`src/design/qsp_consts.svh`:
```
`ifndef QSP_CONSTS_SVH
`define QSP_CONSTS_SVH

// ----------------------------------------
// Sizes and rates
// ----------------------------------------
`define QSP_FIFO_DEPTH 16
`define QSP_CLK_HZ     200000000
`define QSP_MAX_BAUD   921600
`define QSP_SLOW_BPS   250000

// ----------------------------------------
// Channel register offsets
// ----------------------------------------
`define QSP_A_DATA 3'h0
`define QSP_A_IER  3'h1
`define QSP_A_IIR  3'h2
`define QSP_A_LCR  3'h3
`define QSP_A_MCR  3'h4
`define QSP_A_LSR  3'h5
`define QSP_A_MSR  3'h6
`define QSP_A_SCR  3'h7

// ----------------------------------------
// Interrupt identity codes
// ----------------------------------------
`define QSP_IID_NONE 4'h1
`define QSP_IID_LSE  4'h6
`define QSP_IID_RXD  4'h4
`define QSP_IID_THRE 4'h2
`define QSP_IID_MDM  4'h0

// ----------------------------------------
// Reset values
// ----------------------------------------
`define QSP_CFG_RST 7'h7F
`define QSP_LCR_RST 8'h00
`define QSP_DIV_RST 16'h0001

`endif

```
`src/design/qsp_pkg.sv`:
```
`include "qsp_consts.svh"

package qsp_pkg;

	typedef enum logic [1:0] {
		QSP_RS232 = 2'b00,
		QSP_RS485 = 2'b01,
		QSP_RS422 = 2'b10
	} qsp_mode_t;

	typedef enum logic [1:0] {
		QSP_IDLE  = 2'b00,
		QSP_START = 2'b01,
		QSP_DATA  = 2'b10,
		QSP_STOP  = 2'b11
	} qsp_ser_t;

	typedef struct packed {
		logic       we;
		logic       re;
		logic [1:0] ch;
		logic [2:0] addr;
		logic [7:0] wdata;
	} qsp_req_t;

	typedef struct packed {
		logic ch3_rs232_select;
		logic ch3_rs422_select;
		logic ch3_termination_n;
		logic ch3_slew_limit_n;
		logic ch4_rs485_select;
		logic ch4_termination_n;
		logic ch4_slew_limit_n;
	} qsp_cfg_t;

	function automatic qsp_mode_t qsp_ch3_mode(input qsp_cfg_t c);
		if (c.ch3_rs232_select) begin
			return QSP_RS232;
		end
		return c.ch3_rs422_select ? QSP_RS422 : QSP_RS485;
	endfunction

	function automatic logic [3:0] qsp_iid(input logic [3:0] ier, input logic lse,
		input logic rxe, input logic thre, input logic mdm);
		if (ier[2] && lse) begin
			return `QSP_IID_LSE;
		end
		if (ier[0] && rxe) begin
			return `QSP_IID_RXD;
		end
		if (ier[1] && thre) begin
			return `QSP_IID_THRE;
		end
		if (ier[3] && mdm) begin
			return `QSP_IID_MDM;
		end
		return `QSP_IID_NONE;
	endfunction

endpackage

```
`src/design/qsp_chan.sv`:
```
`timescale 1ns/1ps
`default_nettype none
`include "qsp_consts.svh"

module qsp_chan
	import qsp_pkg::*;
#(
	parameter int DEPTH = `QSP_FIFO_DEPTH
) (
	input  wire logic       mclk,
	input  wire logic       rst_n,
	input  wire qsp_req_t   req,
	input  wire logic       sel,
	output logic [7:0]      rd_val,
	input  wire logic       rxd,
	input  wire logic       cts_n,
	input  wire logic       dsr_n,
	input  wire logic       dcd_n,
	input  wire logic       ri_n,
	output logic            txd,
	output logic            rts_n,
	output logic            dtr_n,
	output logic            irq
);
	localparam int AW = $clog2(DEPTH);

	if (DEPTH < 16 || (DEPTH & (DEPTH - 1)) != 0) begin : g_chk
		$error("DEPTH must be a power of two, at least 16");
	end

	logic [7:0]    rxm [DEPTH];
	logic [7:0]    txm [DEPTH];
	logic [3:0]    ier_reg, ier_next, mdm_d_reg, mdm_d_next, mdm_p_reg, mdm_p_next;
	logic [7:0]    lcr_reg, lcr_next, scr_reg, scr_next, rx_sh_reg, rx_sh_next;
	logic [7:0]    tx_sh_reg, tx_sh_next;
	logic [4:0]    mcr_reg, mcr_next;
	logic [15:0]   div_reg, div_next, bd_reg, bd_next;
	logic [1:0]    trig_reg, trig_next;
	logic [AW:0]   rwp_reg, rwp_next, rrp_reg, rrp_next, twp_reg, twp_next, trp_reg, trp_next;
	qsp_ser_t      rx_st_reg, rx_st_next, tx_st_reg, tx_st_next;
	logic [3:0]    rx_cnt_reg, rx_cnt_next, tx_cnt_reg, tx_cnt_next;
	logic [2:0]    rx_bit_reg, rx_bit_next, tx_bit_reg, tx_bit_next;
	logic          txd_reg, txd_next, oe_reg, oe_next, fe_reg, fe_next, thre_reg, thre_next;
	logic          tick, wr, rd, rx_push, rx_pop, tx_push, tx_pop, dlab, loop, rx_in, rx_hit;
	logic [AW:0]   rx_lvl, tx_lvl, trig_lvl;
	logic [3:0]    mdm_now, iid;
	logic [7:0]    lsr, rx_word;
	logic [2:0]    wl_m1;

	assign rx_lvl   = rwp_reg - rrp_reg;
	assign tx_lvl   = twp_reg - trp_reg;
	assign trig_lvl = (AW + 1)'(trig_reg == 2'h0 ? 1 : trig_reg == 2'h1 ? 4 :
		trig_reg == 2'h2 ? 8 : 14);
	assign rx_hit   = rx_lvl >= trig_lvl;
	assign dlab     = lcr_reg[7];
	assign loop     = mcr_reg[4];
	assign wl_m1    = {1'b1, lcr_reg[1:0]};
	assign rx_in    = loop ? txd_reg : rxd;
	assign mdm_now  = loop ? {mcr_reg[3], mcr_reg[2], mcr_reg[0], mcr_reg[1]} :
		{~dcd_n, ~ri_n, ~dsr_n, ~cts_n};
	assign lsr      = {oe_reg | fe_reg, tx_lvl == '0 && tx_st_reg == QSP_IDLE,
		tx_lvl == '0, 1'b0, fe_reg, 1'b0, oe_reg, rx_lvl != '0};
	assign rx_word  = rx_sh_reg >> (3'h7 - wl_m1);
	assign iid      = qsp_iid(ier_reg, oe_reg | fe_reg, rx_hit, thre_reg, |mdm_d_reg);
	// Interrupt line per channel
	assign irq      = ~iid[0];
	assign txd      = loop | txd_reg;
	assign rts_n    = loop | ~mcr_reg[1];
	assign dtr_n    = loop | ~mcr_reg[0];

	// ----------------------------------------
	// Register model, baud, receive, transmit
	// ----------------------------------------
	always_comb begin
		ier_next = ier_reg;
		lcr_next = lcr_reg;
		mcr_next = mcr_reg;
		scr_next = scr_reg;
		div_next = div_reg;
		trig_next = trig_reg;
		rx_st_next = rx_st_reg;
		rx_cnt_next = rx_cnt_reg;
		rx_bit_next = rx_bit_reg;
		rx_sh_next = rx_sh_reg;
		tx_st_next = tx_st_reg;
		tx_cnt_next = tx_cnt_reg;
		tx_bit_next = tx_bit_reg;
		tx_sh_next = tx_sh_reg;
		rx_push = 1'b0;
		rx_pop = 1'b0;
		tx_push = 1'b0;
		tx_pop = 1'b0;
		oe_next = oe_reg;
		fe_next = fe_reg;
		thre_next = thre_reg;
		mdm_d_next = mdm_d_reg;
		mdm_p_next = mdm_now;
		rd_val = 8'h00;
		wr = sel & req.we;
		rd = sel & req.re;
		// 16x sample tick from divisor
		tick = bd_reg == 16'h0000;
		bd_next = tick ? ((div_reg == 16'h0000) ? 16'h0000 : div_reg - 16'h0001) :
			bd_reg - 16'h0001;
		// Host side of the 16550 register model
		if (rd) begin
			unique case (req.addr)
				`QSP_A_DATA: begin
					rd_val = dlab ? div_reg[7:0] : rxm[rrp_reg[AW-1:0]];
					rx_pop = !dlab && rx_lvl != '0;
				end
				`QSP_A_IER: rd_val = dlab ? div_reg[15:8] : {4'h0, ier_reg};
				`QSP_A_IIR: begin
					rd_val = {4'hC, iid};
					if (iid == `QSP_IID_THRE) begin
						thre_next = 1'b0;
					end
				end
				`QSP_A_LCR: rd_val = lcr_reg;
				`QSP_A_MCR: rd_val = {3'h0, mcr_reg};
				`QSP_A_LSR: begin
					rd_val = lsr;
					oe_next = 1'b0;
					fe_next = 1'b0;
				end
				`QSP_A_MSR: begin
					rd_val = {mdm_now, mdm_d_reg};
					mdm_d_next = 4'h0;
				end
				`QSP_A_SCR: rd_val = scr_reg;
			endcase
		end
		if (wr) begin
			unique case (req.addr)
				`QSP_A_DATA: begin
					if (dlab) begin
						div_next[7:0] = req.wdata;
					end else begin
						tx_push = tx_lvl != (AW + 1)'(DEPTH);
						thre_next = 1'b0;
					end
				end
				`QSP_A_IER: begin
					if (dlab) begin
						div_next[15:8] = req.wdata;
					end else begin
						ier_next = req.wdata[3:0];
						if (req.wdata[1] && !ier_reg[1] && tx_lvl == '0) begin
							thre_next = 1'b1;
						end
					end
				end
				`QSP_A_IIR: trig_next = req.wdata[7:6];
				`QSP_A_LCR: lcr_next = req.wdata;
				`QSP_A_MCR: mcr_next = req.wdata[4:0];
				`QSP_A_SCR: scr_next = req.wdata;
				default: ;
			endcase
		end
		// Receiver, mid-bit sampling
		unique case (rx_st_reg)
			QSP_IDLE: begin
				if (!rx_in) begin
					rx_st_next = QSP_START;
					rx_cnt_next = 4'h0;
				end
			end
			QSP_START: begin
				if (tick) begin
					rx_cnt_next = rx_cnt_reg + 4'h1;
					if (rx_cnt_reg == 4'h7) begin
						rx_cnt_next = 4'h0;
						rx_bit_next = 3'h0;
						rx_st_next = rx_in ? QSP_IDLE : QSP_DATA;
					end
				end
			end
			QSP_DATA: begin
				if (tick) begin
					rx_cnt_next = rx_cnt_reg + 4'h1;
					if (rx_cnt_reg == 4'hF) begin
						rx_sh_next = {rx_in, rx_sh_reg[7:1]};
						rx_bit_next = rx_bit_reg + 3'h1;
						if (rx_bit_reg == wl_m1) begin
							rx_st_next = QSP_STOP;
						end
					end
				end
			end
			QSP_STOP: begin
				if (tick) begin
					rx_cnt_next = rx_cnt_reg + 4'h1;
					if (rx_cnt_reg == 4'hF) begin
						rx_st_next = QSP_IDLE;
						// Error flags: set wins over read clear
						if (rx_lvl == (AW + 1)'(DEPTH)) begin
							oe_next = 1'b1;
						end else begin
							rx_push = 1'b1;
						end
						if (!rx_in) begin
							fe_next = 1'b1;
						end
					end
				end
			end
		endcase
		// Transmitter
		unique case (tx_st_reg)
			QSP_IDLE: begin
				if (tick && tx_lvl != '0) begin
					tx_pop = 1'b1;
					tx_sh_next = txm[trp_reg[AW-1:0]];
					tx_st_next = QSP_START;
					tx_cnt_next = 4'h0;
					if (tx_lvl == (AW + 1)'(1)) begin
						thre_next = 1'b1;
					end
				end
			end
			QSP_START: begin
				if (tick) begin
					tx_cnt_next = tx_cnt_reg + 4'h1;
					if (tx_cnt_reg == 4'hF) begin
						tx_st_next = QSP_DATA;
						tx_bit_next = 3'h0;
					end
				end
			end
			QSP_DATA: begin
				if (tick) begin
					tx_cnt_next = tx_cnt_reg + 4'h1;
					if (tx_cnt_reg == 4'hF) begin
						tx_sh_next = {1'b1, tx_sh_reg[7:1]};
						tx_bit_next = tx_bit_reg + 3'h1;
						if (tx_bit_reg == wl_m1) begin
							tx_st_next = QSP_STOP;
							tx_bit_next = 3'h0;
						end
					end
				end
			end
			QSP_STOP: begin
				if (tick) begin
					tx_cnt_next = tx_cnt_reg + 4'h1;
					if (tx_cnt_reg == 4'hF) begin
						tx_bit_next = tx_bit_reg + 3'h1;
						if (tx_bit_reg == {2'b00, lcr_reg[2]}) begin
							tx_st_next = QSP_IDLE;
						end
					end
				end
			end
		endcase
		unique case (tx_st_next)
			QSP_START: txd_next = 1'b0;
			QSP_DATA:  txd_next = tx_sh_next[0];
			QSP_IDLE,
			QSP_STOP:  txd_next = 1'b1;
		endcase
		if (lcr_reg[6]) begin
			txd_next = 1'b0;
		end
		mdm_d_next = mdm_d_next | {mdm_now[3] ^ mdm_p_reg[3], mdm_p_reg[2] & ~mdm_now[2],
			mdm_now[1:0] ^ mdm_p_reg[1:0]};
		// DEPTH-entry FIFOs, 16 entries by default
		rwp_next = rx_push ? rwp_reg + (AW + 1)'(1) : rwp_reg;
		rrp_next = rx_pop ? rrp_reg + (AW + 1)'(1) : rrp_reg;
		twp_next = tx_push ? twp_reg + (AW + 1)'(1) : twp_reg;
		trp_next = tx_pop ? trp_reg + (AW + 1)'(1) : trp_reg;
		if (wr && !dlab && req.addr == `QSP_A_IIR) begin
			if (req.wdata[1]) begin
				rrp_next = rwp_next;
			end
			if (req.wdata[2]) begin
				trp_next = twp_next;
			end
		end
	end

	always_ff @(posedge mclk) begin
		if (rx_push) begin
			rxm[rwp_reg[AW-1:0]] <= rx_word;
		end
		if (tx_push) begin
			txm[twp_reg[AW-1:0]] <= req.wdata;
		end
	end

	always_ff @(posedge mclk or negedge rst_n) begin
		if (!rst_n) begin
			ier_reg <= 4'h0;
			lcr_reg <= `QSP_LCR_RST;
			mcr_reg <= 5'h00;
			scr_reg <= 8'h00;
			div_reg <= `QSP_DIV_RST;
			bd_reg <= 16'h0000;
			trig_reg <= 2'h0;
			{rwp_reg, rrp_reg, twp_reg, trp_reg} <= '0;
			rx_st_reg <= QSP_IDLE;
			tx_st_reg <= QSP_IDLE;
			{rx_cnt_reg, tx_cnt_reg, rx_bit_reg, tx_bit_reg} <= '0;
			{rx_sh_reg, tx_sh_reg} <= 16'h0000;
			txd_reg <= 1'b1;
			{oe_reg, fe_reg, thre_reg} <= 3'h0;
			{mdm_d_reg, mdm_p_reg} <= 8'h00;
		end else begin
			ier_reg <= ier_next;
			lcr_reg <= lcr_next;
			mcr_reg <= mcr_next;
			scr_reg <= scr_next;
			div_reg <= div_next;
			bd_reg <= bd_next;
			trig_reg <= trig_next;
			{rwp_reg, rrp_reg, twp_reg, trp_reg} <= {rwp_next, rrp_next, twp_next, trp_next};
			rx_st_reg <= rx_st_next;
			tx_st_reg <= tx_st_next;
			{rx_cnt_reg, tx_cnt_reg} <= {rx_cnt_next, tx_cnt_next};
			{rx_bit_reg, tx_bit_reg} <= {rx_bit_next, tx_bit_next};
			{rx_sh_reg, tx_sh_reg} <= {rx_sh_next, tx_sh_next};
			txd_reg <= txd_next;
			{oe_reg, fe_reg, thre_reg} <= {oe_next, fe_next, thre_next};
			{mdm_d_reg, mdm_p_reg} <= {mdm_d_next, mdm_p_next};
		end
	end

	fifo_bound_a: assert property (@(posedge mclk) disable iff (!rst_n)
		rx_lvl <= (AW + 1)'(DEPTH) && tx_lvl <= (AW + 1)'(DEPTH))
		else $error("fifo level beyond depth");
	tx_start_a: assert property (@(posedge mclk) disable iff (!rst_n)
		tx_st_reg == QSP_IDLE && tick && tx_lvl != '0 && !lcr_reg[6]
		|=> tx_st_reg == QSP_START && !txd_reg ##1 (tx_lvl == $past(tx_lvl, 2) - 1'b1
			|| $past(wr) || $past(wr, 2)))
		else $error("transmit start bit not sent");
	irq_thre_a: assert property (@(posedge mclk) disable iff (!rst_n)
		thre_reg && ier_reg[1] && !oe_reg && !fe_reg |-> irq)
		else $error("pending transmit interrupt not signalled");

endmodule
`default_nettype wire

```
`src/design/qsp_top.sv`:
```
// Operation
// - Four independent channels, each behaving like a 16550 serial port.
// - Channels one and two are RS232 with modem lines, up to 921.6 Kbaud.
// - Third channel switches by software between RS232 and RS485/RS422.
// - RS232 select high gives RS232; both low RS485; else RS422.
// - Both third-channel select lines reset to one, starting in RS232.
// - Termination control low connects 120 ohm termination; resets high.
// - Slew control low selects reduced slew, limiting rate near 250 kbps.
// - Fourth channel offers only RS422 or RS485, never RS232.
// - In RS485 request-to-send low drives the line; transmit echoes back.
`timescale 1ns/1ps
`default_nettype none
`include "qsp_consts.svh"

module qsp_top
	import qsp_pkg::*;
#(
	parameter int DEPTH = `QSP_FIFO_DEPTH
) (
	input  wire logic       mclk,
	input  wire logic       rst_n,
	input  wire qsp_req_t   host_req,
	output logic [7:0]      host_rdata,
	output logic [3:0]      chan_irq,
	input  wire logic       cfg_we,
	input  wire qsp_cfg_t   cfg_wdata,
	output qsp_cfg_t        cfg,
	input  wire logic [2:0] rs232_rxd,
	output logic [2:0]      rs232_txd,
	input  wire logic [2:0] rs232_cts_n,
	input  wire logic [2:0] rs232_dsr_n,
	input  wire logic [2:0] rs232_dcd_n,
	input  wire logic [2:0] rs232_ri_n,
	output logic [2:0]      rs232_rts_n,
	output logic [2:0]      rs232_dtr_n,
	input  wire logic [1:0] diff_rxd,
	output logic [1:0]      diff_txd,
	output logic [1:0]      diff_drv_en
);
	if (`QSP_CLK_HZ / 16 < `QSP_MAX_BAUD) begin : g_chk
		$error("clock too slow for the top baud rate");
	end

	qsp_cfg_t   cfg_reg, cfg_next;
	logic [7:0] rdata_reg, rdata_next;
	logic [7:0] c_rd [4];
	logic [3:0] c_rxd, c_txd, c_rts_n, c_dtr_n, c_cts_n, c_dsr_n, c_dcd_n, c_ri_n;
	logic [1:0] diff_on;
	qsp_mode_t  m3;

	// ----------------------------------------
	// Mode control and host read data
	// ----------------------------------------
	always_comb begin
		cfg_next = cfg_we ? cfg_wdata : cfg_reg;
		rdata_next = host_req.re ? c_rd[host_req.ch] : rdata_reg;
	end

	always_ff @(posedge mclk or negedge rst_n) begin
		if (!rst_n) begin
			cfg_reg <= `QSP_CFG_RST;
			rdata_reg <= 8'h00;
		end else begin
			cfg_reg <= cfg_next;
			rdata_reg <= rdata_next;
		end
	end

	assign cfg        = cfg_reg;
	assign host_rdata = rdata_reg;
	assign m3         = qsp_ch3_mode(cfg_reg);

	// ----------------------------------------
	// Line routing per channel mode
	// ----------------------------------------
	always_comb begin
		c_rxd   = {1'b1, rs232_rxd};
		c_cts_n = {1'b1, rs232_cts_n};
		c_dsr_n = {1'b1, rs232_dsr_n};
		c_dcd_n = {1'b1, rs232_dcd_n};
		c_ri_n  = {1'b1, rs232_ri_n};
		// Differential driver gated by request-to-send in RS485
		diff_on[0] = m3 == QSP_RS422 || (m3 == QSP_RS485 && !c_rts_n[2]);
		diff_on[1] = !cfg_reg.ch4_rs485_select || !c_rts_n[3];
		if (m3 != QSP_RS232) begin
			// Half duplex line hears its own transmission
			c_rxd[2] = (m3 == QSP_RS485 && diff_on[0]) ? c_txd[2] : diff_rxd[0];
			c_cts_n[2] = 1'b1;
			c_dsr_n[2] = 1'b1;
			c_dcd_n[2] = 1'b1;
			c_ri_n[2] = 1'b1;
		end
		c_rxd[3] = (cfg_reg.ch4_rs485_select && diff_on[1]) ? c_txd[3] : diff_rxd[1];
	end

	assign diff_drv_en = diff_on;
	assign diff_txd    = c_txd[3:2];
	assign rs232_txd   = c_txd[2:0];
	assign rs232_rts_n = c_rts_n[2:0];
	assign rs232_dtr_n = c_dtr_n[2:0];

	// ----------------------------------------
	// Four channels
	// ----------------------------------------
	for (genvar i = 0; i < 4; i++) begin : g_ch
		qsp_chan #(.DEPTH(DEPTH)) u_ch (
			.mclk   (mclk),
			.rst_n  (rst_n),
			.req    (host_req),
			.sel    (host_req.ch == 2'(i)),
			.rd_val (c_rd[i]),
			.rxd    (c_rxd[i]),
			.cts_n  (c_cts_n[i]),
			.dsr_n  (c_dsr_n[i]),
			.dcd_n  (c_dcd_n[i]),
			.ri_n   (c_ri_n[i]),
			.txd    (c_txd[i]),
			.rts_n  (c_rts_n[i]),
			.dtr_n  (c_dtr_n[i]),
			.irq    (chan_irq[i])
		);
	end

	mode_rs232_a: assert property (@(posedge mclk) disable iff (!rst_n)
		cfg.ch3_rs232_select |-> !diff_drv_en[0] && c_rxd[2] == rs232_rxd[2])
		else $error("third channel not in RS232 mode");
	mode_rs422_a: assert property (@(posedge mclk) disable iff (!rst_n)
		!cfg.ch3_rs232_select && cfg.ch3_rs422_select |-> diff_drv_en[0]
			&& c_rxd[2] == diff_rxd[0])
		else $error("third channel not in RS422 mode");
	reset_dflt_a: assert property (@(posedge mclk) disable iff (!rst_n)
		$rose(rst_n) |-> cfg == `QSP_CFG_RST)
		else $error("control lines not high after reset");
	cfg_write_a: assert property (@(posedge mclk) disable iff (!rst_n)
		cfg_we |=> cfg == $past(cfg_wdata) ##1 (cfg == $past(cfg) || $past(cfg_we)))
		else $error("control write not applied or not held");
	drv_rts_a: assert property (@(posedge mclk) disable iff (!rst_n)
		!cfg.ch3_rs232_select && !cfg.ch3_rs422_select
			|-> diff_drv_en[0] == !rs232_rts_n[2])
		else $error("RS485 driver not following request-to-send");
	echo_a: assert property (@(posedge mclk) disable iff (!rst_n)
		cfg.ch4_rs485_select && diff_drv_en[1] |-> c_rxd[3] == diff_txd[1])
		else $error("RS485 transmission not echoed");
	ch4_diff_a: assert property (@(posedge mclk) disable iff (!rst_n)
		!cfg.ch4_rs485_select |-> diff_drv_en[1] && c_rxd[3] == diff_rxd[1])
		else $error("fourth channel RS422 routing wrong");

endmodule
`default_nettype wire

```
`config.mk`:
```
export PLATFORM = sky130hd
export DESIGN_NAME = qsp_top
export DESIGN_NICKNAME = d
export VERILOG_FILES = /design/src/design/qsp_pkg.sv /design/src/design/qsp_chan.sv /design/src/design/qsp_top.sv
export VERILOG_INCLUDE_DIRS = /design/src /design/src/design
export SDC_FILE = /design/constraint.sdc
export NUM_CORES = 2
export LEC_CHECK = 0
export BUFFER_PORTS_ARGS = -buffer_cell sky130_fd_sc_hd__buf_2
export CAP_MARGIN = 15
export CORE_AREA = 2 2 345 347
export CTS_BUF_LIST = sky130_fd_sc_hd__clkbuf_8
export CTS_CLUSTER_SIZE = 10
export DETAILED_ROUTE_END_ITERATION = 8
export DIE_AREA = 0 0 347 349
export GPL_TIMING_DRIVEN = 0
export PLACE_DENSITY_LB_ADDON = 0.1
export SLEW_MARGIN = 20
export SYNTH_ARGS = -nofsm -noshare
export SYNTH_HDL_FRONTEND = slang
export SYNTH_HIERARCHICAL = 1
export SYNTH_SLANG_ARGS = --single-unit
```
`constraint.sdc`:
```
create_clock -name mclk -period 5.3 [get_ports mclk]
set_input_delay 0.53 -clock mclk [delete_from_list [all_inputs] [get_ports mclk]]
set_output_delay 0.53 -clock mclk [all_outputs]
set_load 0.005 [all_outputs]
```
==> impl_metrics.ini <==
[status]
status = finished clean

[layout]
finalNetCount = 5250
final_cell_area_um2 = 78470
area_growth_pct = 11.86
drive_gt1_share_pct = 22.39

[drt]
drt_iter0_drc = 4088
wl_per_cell_um = 24.15
detail-route-antenna-nets = 0
dr.pass1.iters = 5
avgViaCountPerCell = 6.203
finalWirelength_mm = 164.5
drc = 0
vias = 42250

[setup_path]
arrival_ns = 4.45
cp.required_ns = 4.77
path_buf_inv = 4
reg2reg_slack_ns = 0.41
critPathMaxStageDelay_ns = 0.43
critPathLaunchType = flop
worstSetupPathType = reg -> out
cp_cell_sequence = buf_1 > clkbuf_2 > inv_1 > ha_1 > nor2b_1 > o21a_1 > nor2_1 > xnor2_1 > ha_1 > o211ai_1 > o21ai_0 > nor3b_2 > and2_1 > nand3_1 > buf_2
crit_fanout = 10
cp_top_family = buffers and inverters
worst_setup_path_end_kind = output port
crit_slowest_cell = buf_1
path_common_cell = ha_1

[place]
io_buffers = 71
gp_congestion = 0.9326
place_ws_ns = -0.1100
place_area_um2 = 73070
dp_hpwl_mm = 111.1

[die]
dieArea_um2 = 121100
coreArea_um2 = 117500
initial_core_util_pct = 59.73
die_x_um = 347
pin_count = 74
fp-row-count = 126
die_h_um = 349

[cts]
cts_sinks = 1539
ctsRootBufferMaster = clkbuf_8
cts_made_buffers = 276
cts.clk_slew.worst_paths_ns = 0.06
cts_tree = built
clk-insertion-delay-late_ns = 0.96
cts.htree.levels = 5
clk_path_buf_depth = 4

[timing]
worst_slew_pin_slew_ns = 1.172
min_period_ns = 4.984
period_share_pct = 94.04
rsz0062_at_grt = no
hold_viol = 0
layout_setup_ws_ns = 0.3159
slew_violations = 0
fin_worst_skew_ns = 0.04813
fmax_mhz = 200.6
whs_ns = 0.09087
slew_headroom_pct = 21.66
finalSetupViolCount = 0

[power]
internal_power_mw = 21.79
cellLeakagePower_nw = 29.16
powerDensity_nw_per_um2 = 387.5
p_switching_mw = 8.611
pwr-share-clk_pct = 33.6
comb_power_share_pct = 19.3
p_sw_share_pct = 28.32
sequentialPowerShare_pct = 47.1
irDropWorstVdd_mv = 0.3015

[job]
drv_cap = 0

[logic_synthesis]
syn_area_per_cell_um2 = 15.00
postSynthCellCount = 4678
ys_warn_count = 6
synth_area_um2 = 70150

[grt]
grt_max_degree = 89
use_met1_pct = 40.94
use_met2_pct = 42.24
busiest_layer = met2
globalRouteMet3Util_pct = 4.673
antenna_found_initial = 5
overflow = 0
grt_pass1_wl_mm = 254.1
track_usage_pct = 27.56
grt_pass1_vias = 42030

[hold_path]
min_path_type = in -> reg
[worst reg2reg max path, cell delays in order, from the launching register on]
cell	delay (ns)
dfrtp_1	0.40
clkbuf_1	0.50
clkbuf_1	0.53
inv_1	0.14
ha_1	0.30
nand2_1	0.04
o21ai_0	0.26
mux2i_2	0.46
nand3_1	0.33
o311ai_0	0.56
o21ai_0	0.27
a211oi_1	0.59
mux2i_1	0.17
o221ai_1	0.20
[layout by cell type (no fill, tap or decap), types with 42 or more instances in the layout]
cell      count
mux2_2      232
nor2_1      213
mux2i_1     129
edfxtp_1   1024
inv_1       253
xor2_1       64
nor3_1       85
o21ai_0     148
nor2b_1      62
a21oi_1      92
dfrtp_1     500
clkbuf_8    304
ha_1        120
buf_2       104
nand2b_1     52
nand3_1      95
xnor2_1     154
clkbuf_1    104
and3_1       53
nand2_1     297
mux4_2      313
and2_1       42
o22ai_1      57
[stage by stage]
stage / power [mW] / instances / setup TNS [ns] / util (%)
2_1_floorplan: 18.59 / 4681 / 0 / -
3_3_place_gp: 20.19 / 6288 / -3764.72 / 61.68
3_5_place_dp: 20.36 / 6312 / -0.1890 / 62.22
4_1_cts: 30.66 / 6810 / 0 / 66.74
5_1_grt: 31.88 / 6811 / 0 / 66.81
6_report: 30.41 / 6811 / 0 / 66.81
[repair_timing]
| action | 4_1_cts | 5_1_grt |
|---|---|---|
| hold endpoints to repair | 249 | 0 |
| cloned | 0 | 0 |
| setup endpoints to repair | 4 | 3 |
| resized for setup | 4 | 6 |
| hold buffers | 27 | 0 |
| setup buffers | 0 | 0 |
[layer usage]
layer	share of wire (%)	vias to the layer above
met2	46	1461
met5	0.028	-
met3	6.7	292
li1	-	18870
met1	44	21620
met4	2.4	6
[worst paths after layout]
check,from,end,cells after the start
worst min-delay path,cfg_we,cfg[2]$_DFFE_PN1P_,2
worst max register to register,g_ch[1].u_ch/trp_reg[1]$_DFF_PN0_,host_rdata[5]$_DFFE_PN0P_,13
worst min register to register,g_ch[3].u_ch/lcr_reg[6]$_DFFE_PN0P_,g_ch[3].u_ch/txd_reg$_DFF_PN1_,1
min in group asynchronous,rst_n,g_ch[1].u_ch/tx_sh_reg[1]$_DFFE_PN0P_,2
max in group asynchronous,rst_n,cfg[6]$_DFFE_PN1P_,5
worst max-delay path,g_ch[3].u_ch/rrp_reg[1]$_DFF_PN0_,chan_irq[3],15
[power by group through the flow]
stage	logic (mW)	clock network, mW	registers [mW]
floorplan	4.29	0	14.3
global placement	5.68	0	14.5
detailed placement	5.83	0	14.5
CTS	5.88	10.5	14.3
global route	6.44	11.0	14.4
finish	5.86	10.2	14.3
[area by class of cell]
| type | instances | area [µm²] |
|---|---|---|
| antenna | 1 | 2.502 |
| buffer | 205 | 940.9 |
| clock buffer | 303 | 4170 |
| clock inverter | 169 | 864.6 |
| fill | 8270 | 38980 |
| inverter | 143 | 536.8 |
| multi-input combinational | 2793 | 25290 |
| sequential | 1539 | 43660 |
| tap | 1536 | 1922 |
| timing repair buffer | 122 | 1090 |
(Power assumes the default switching activity.)
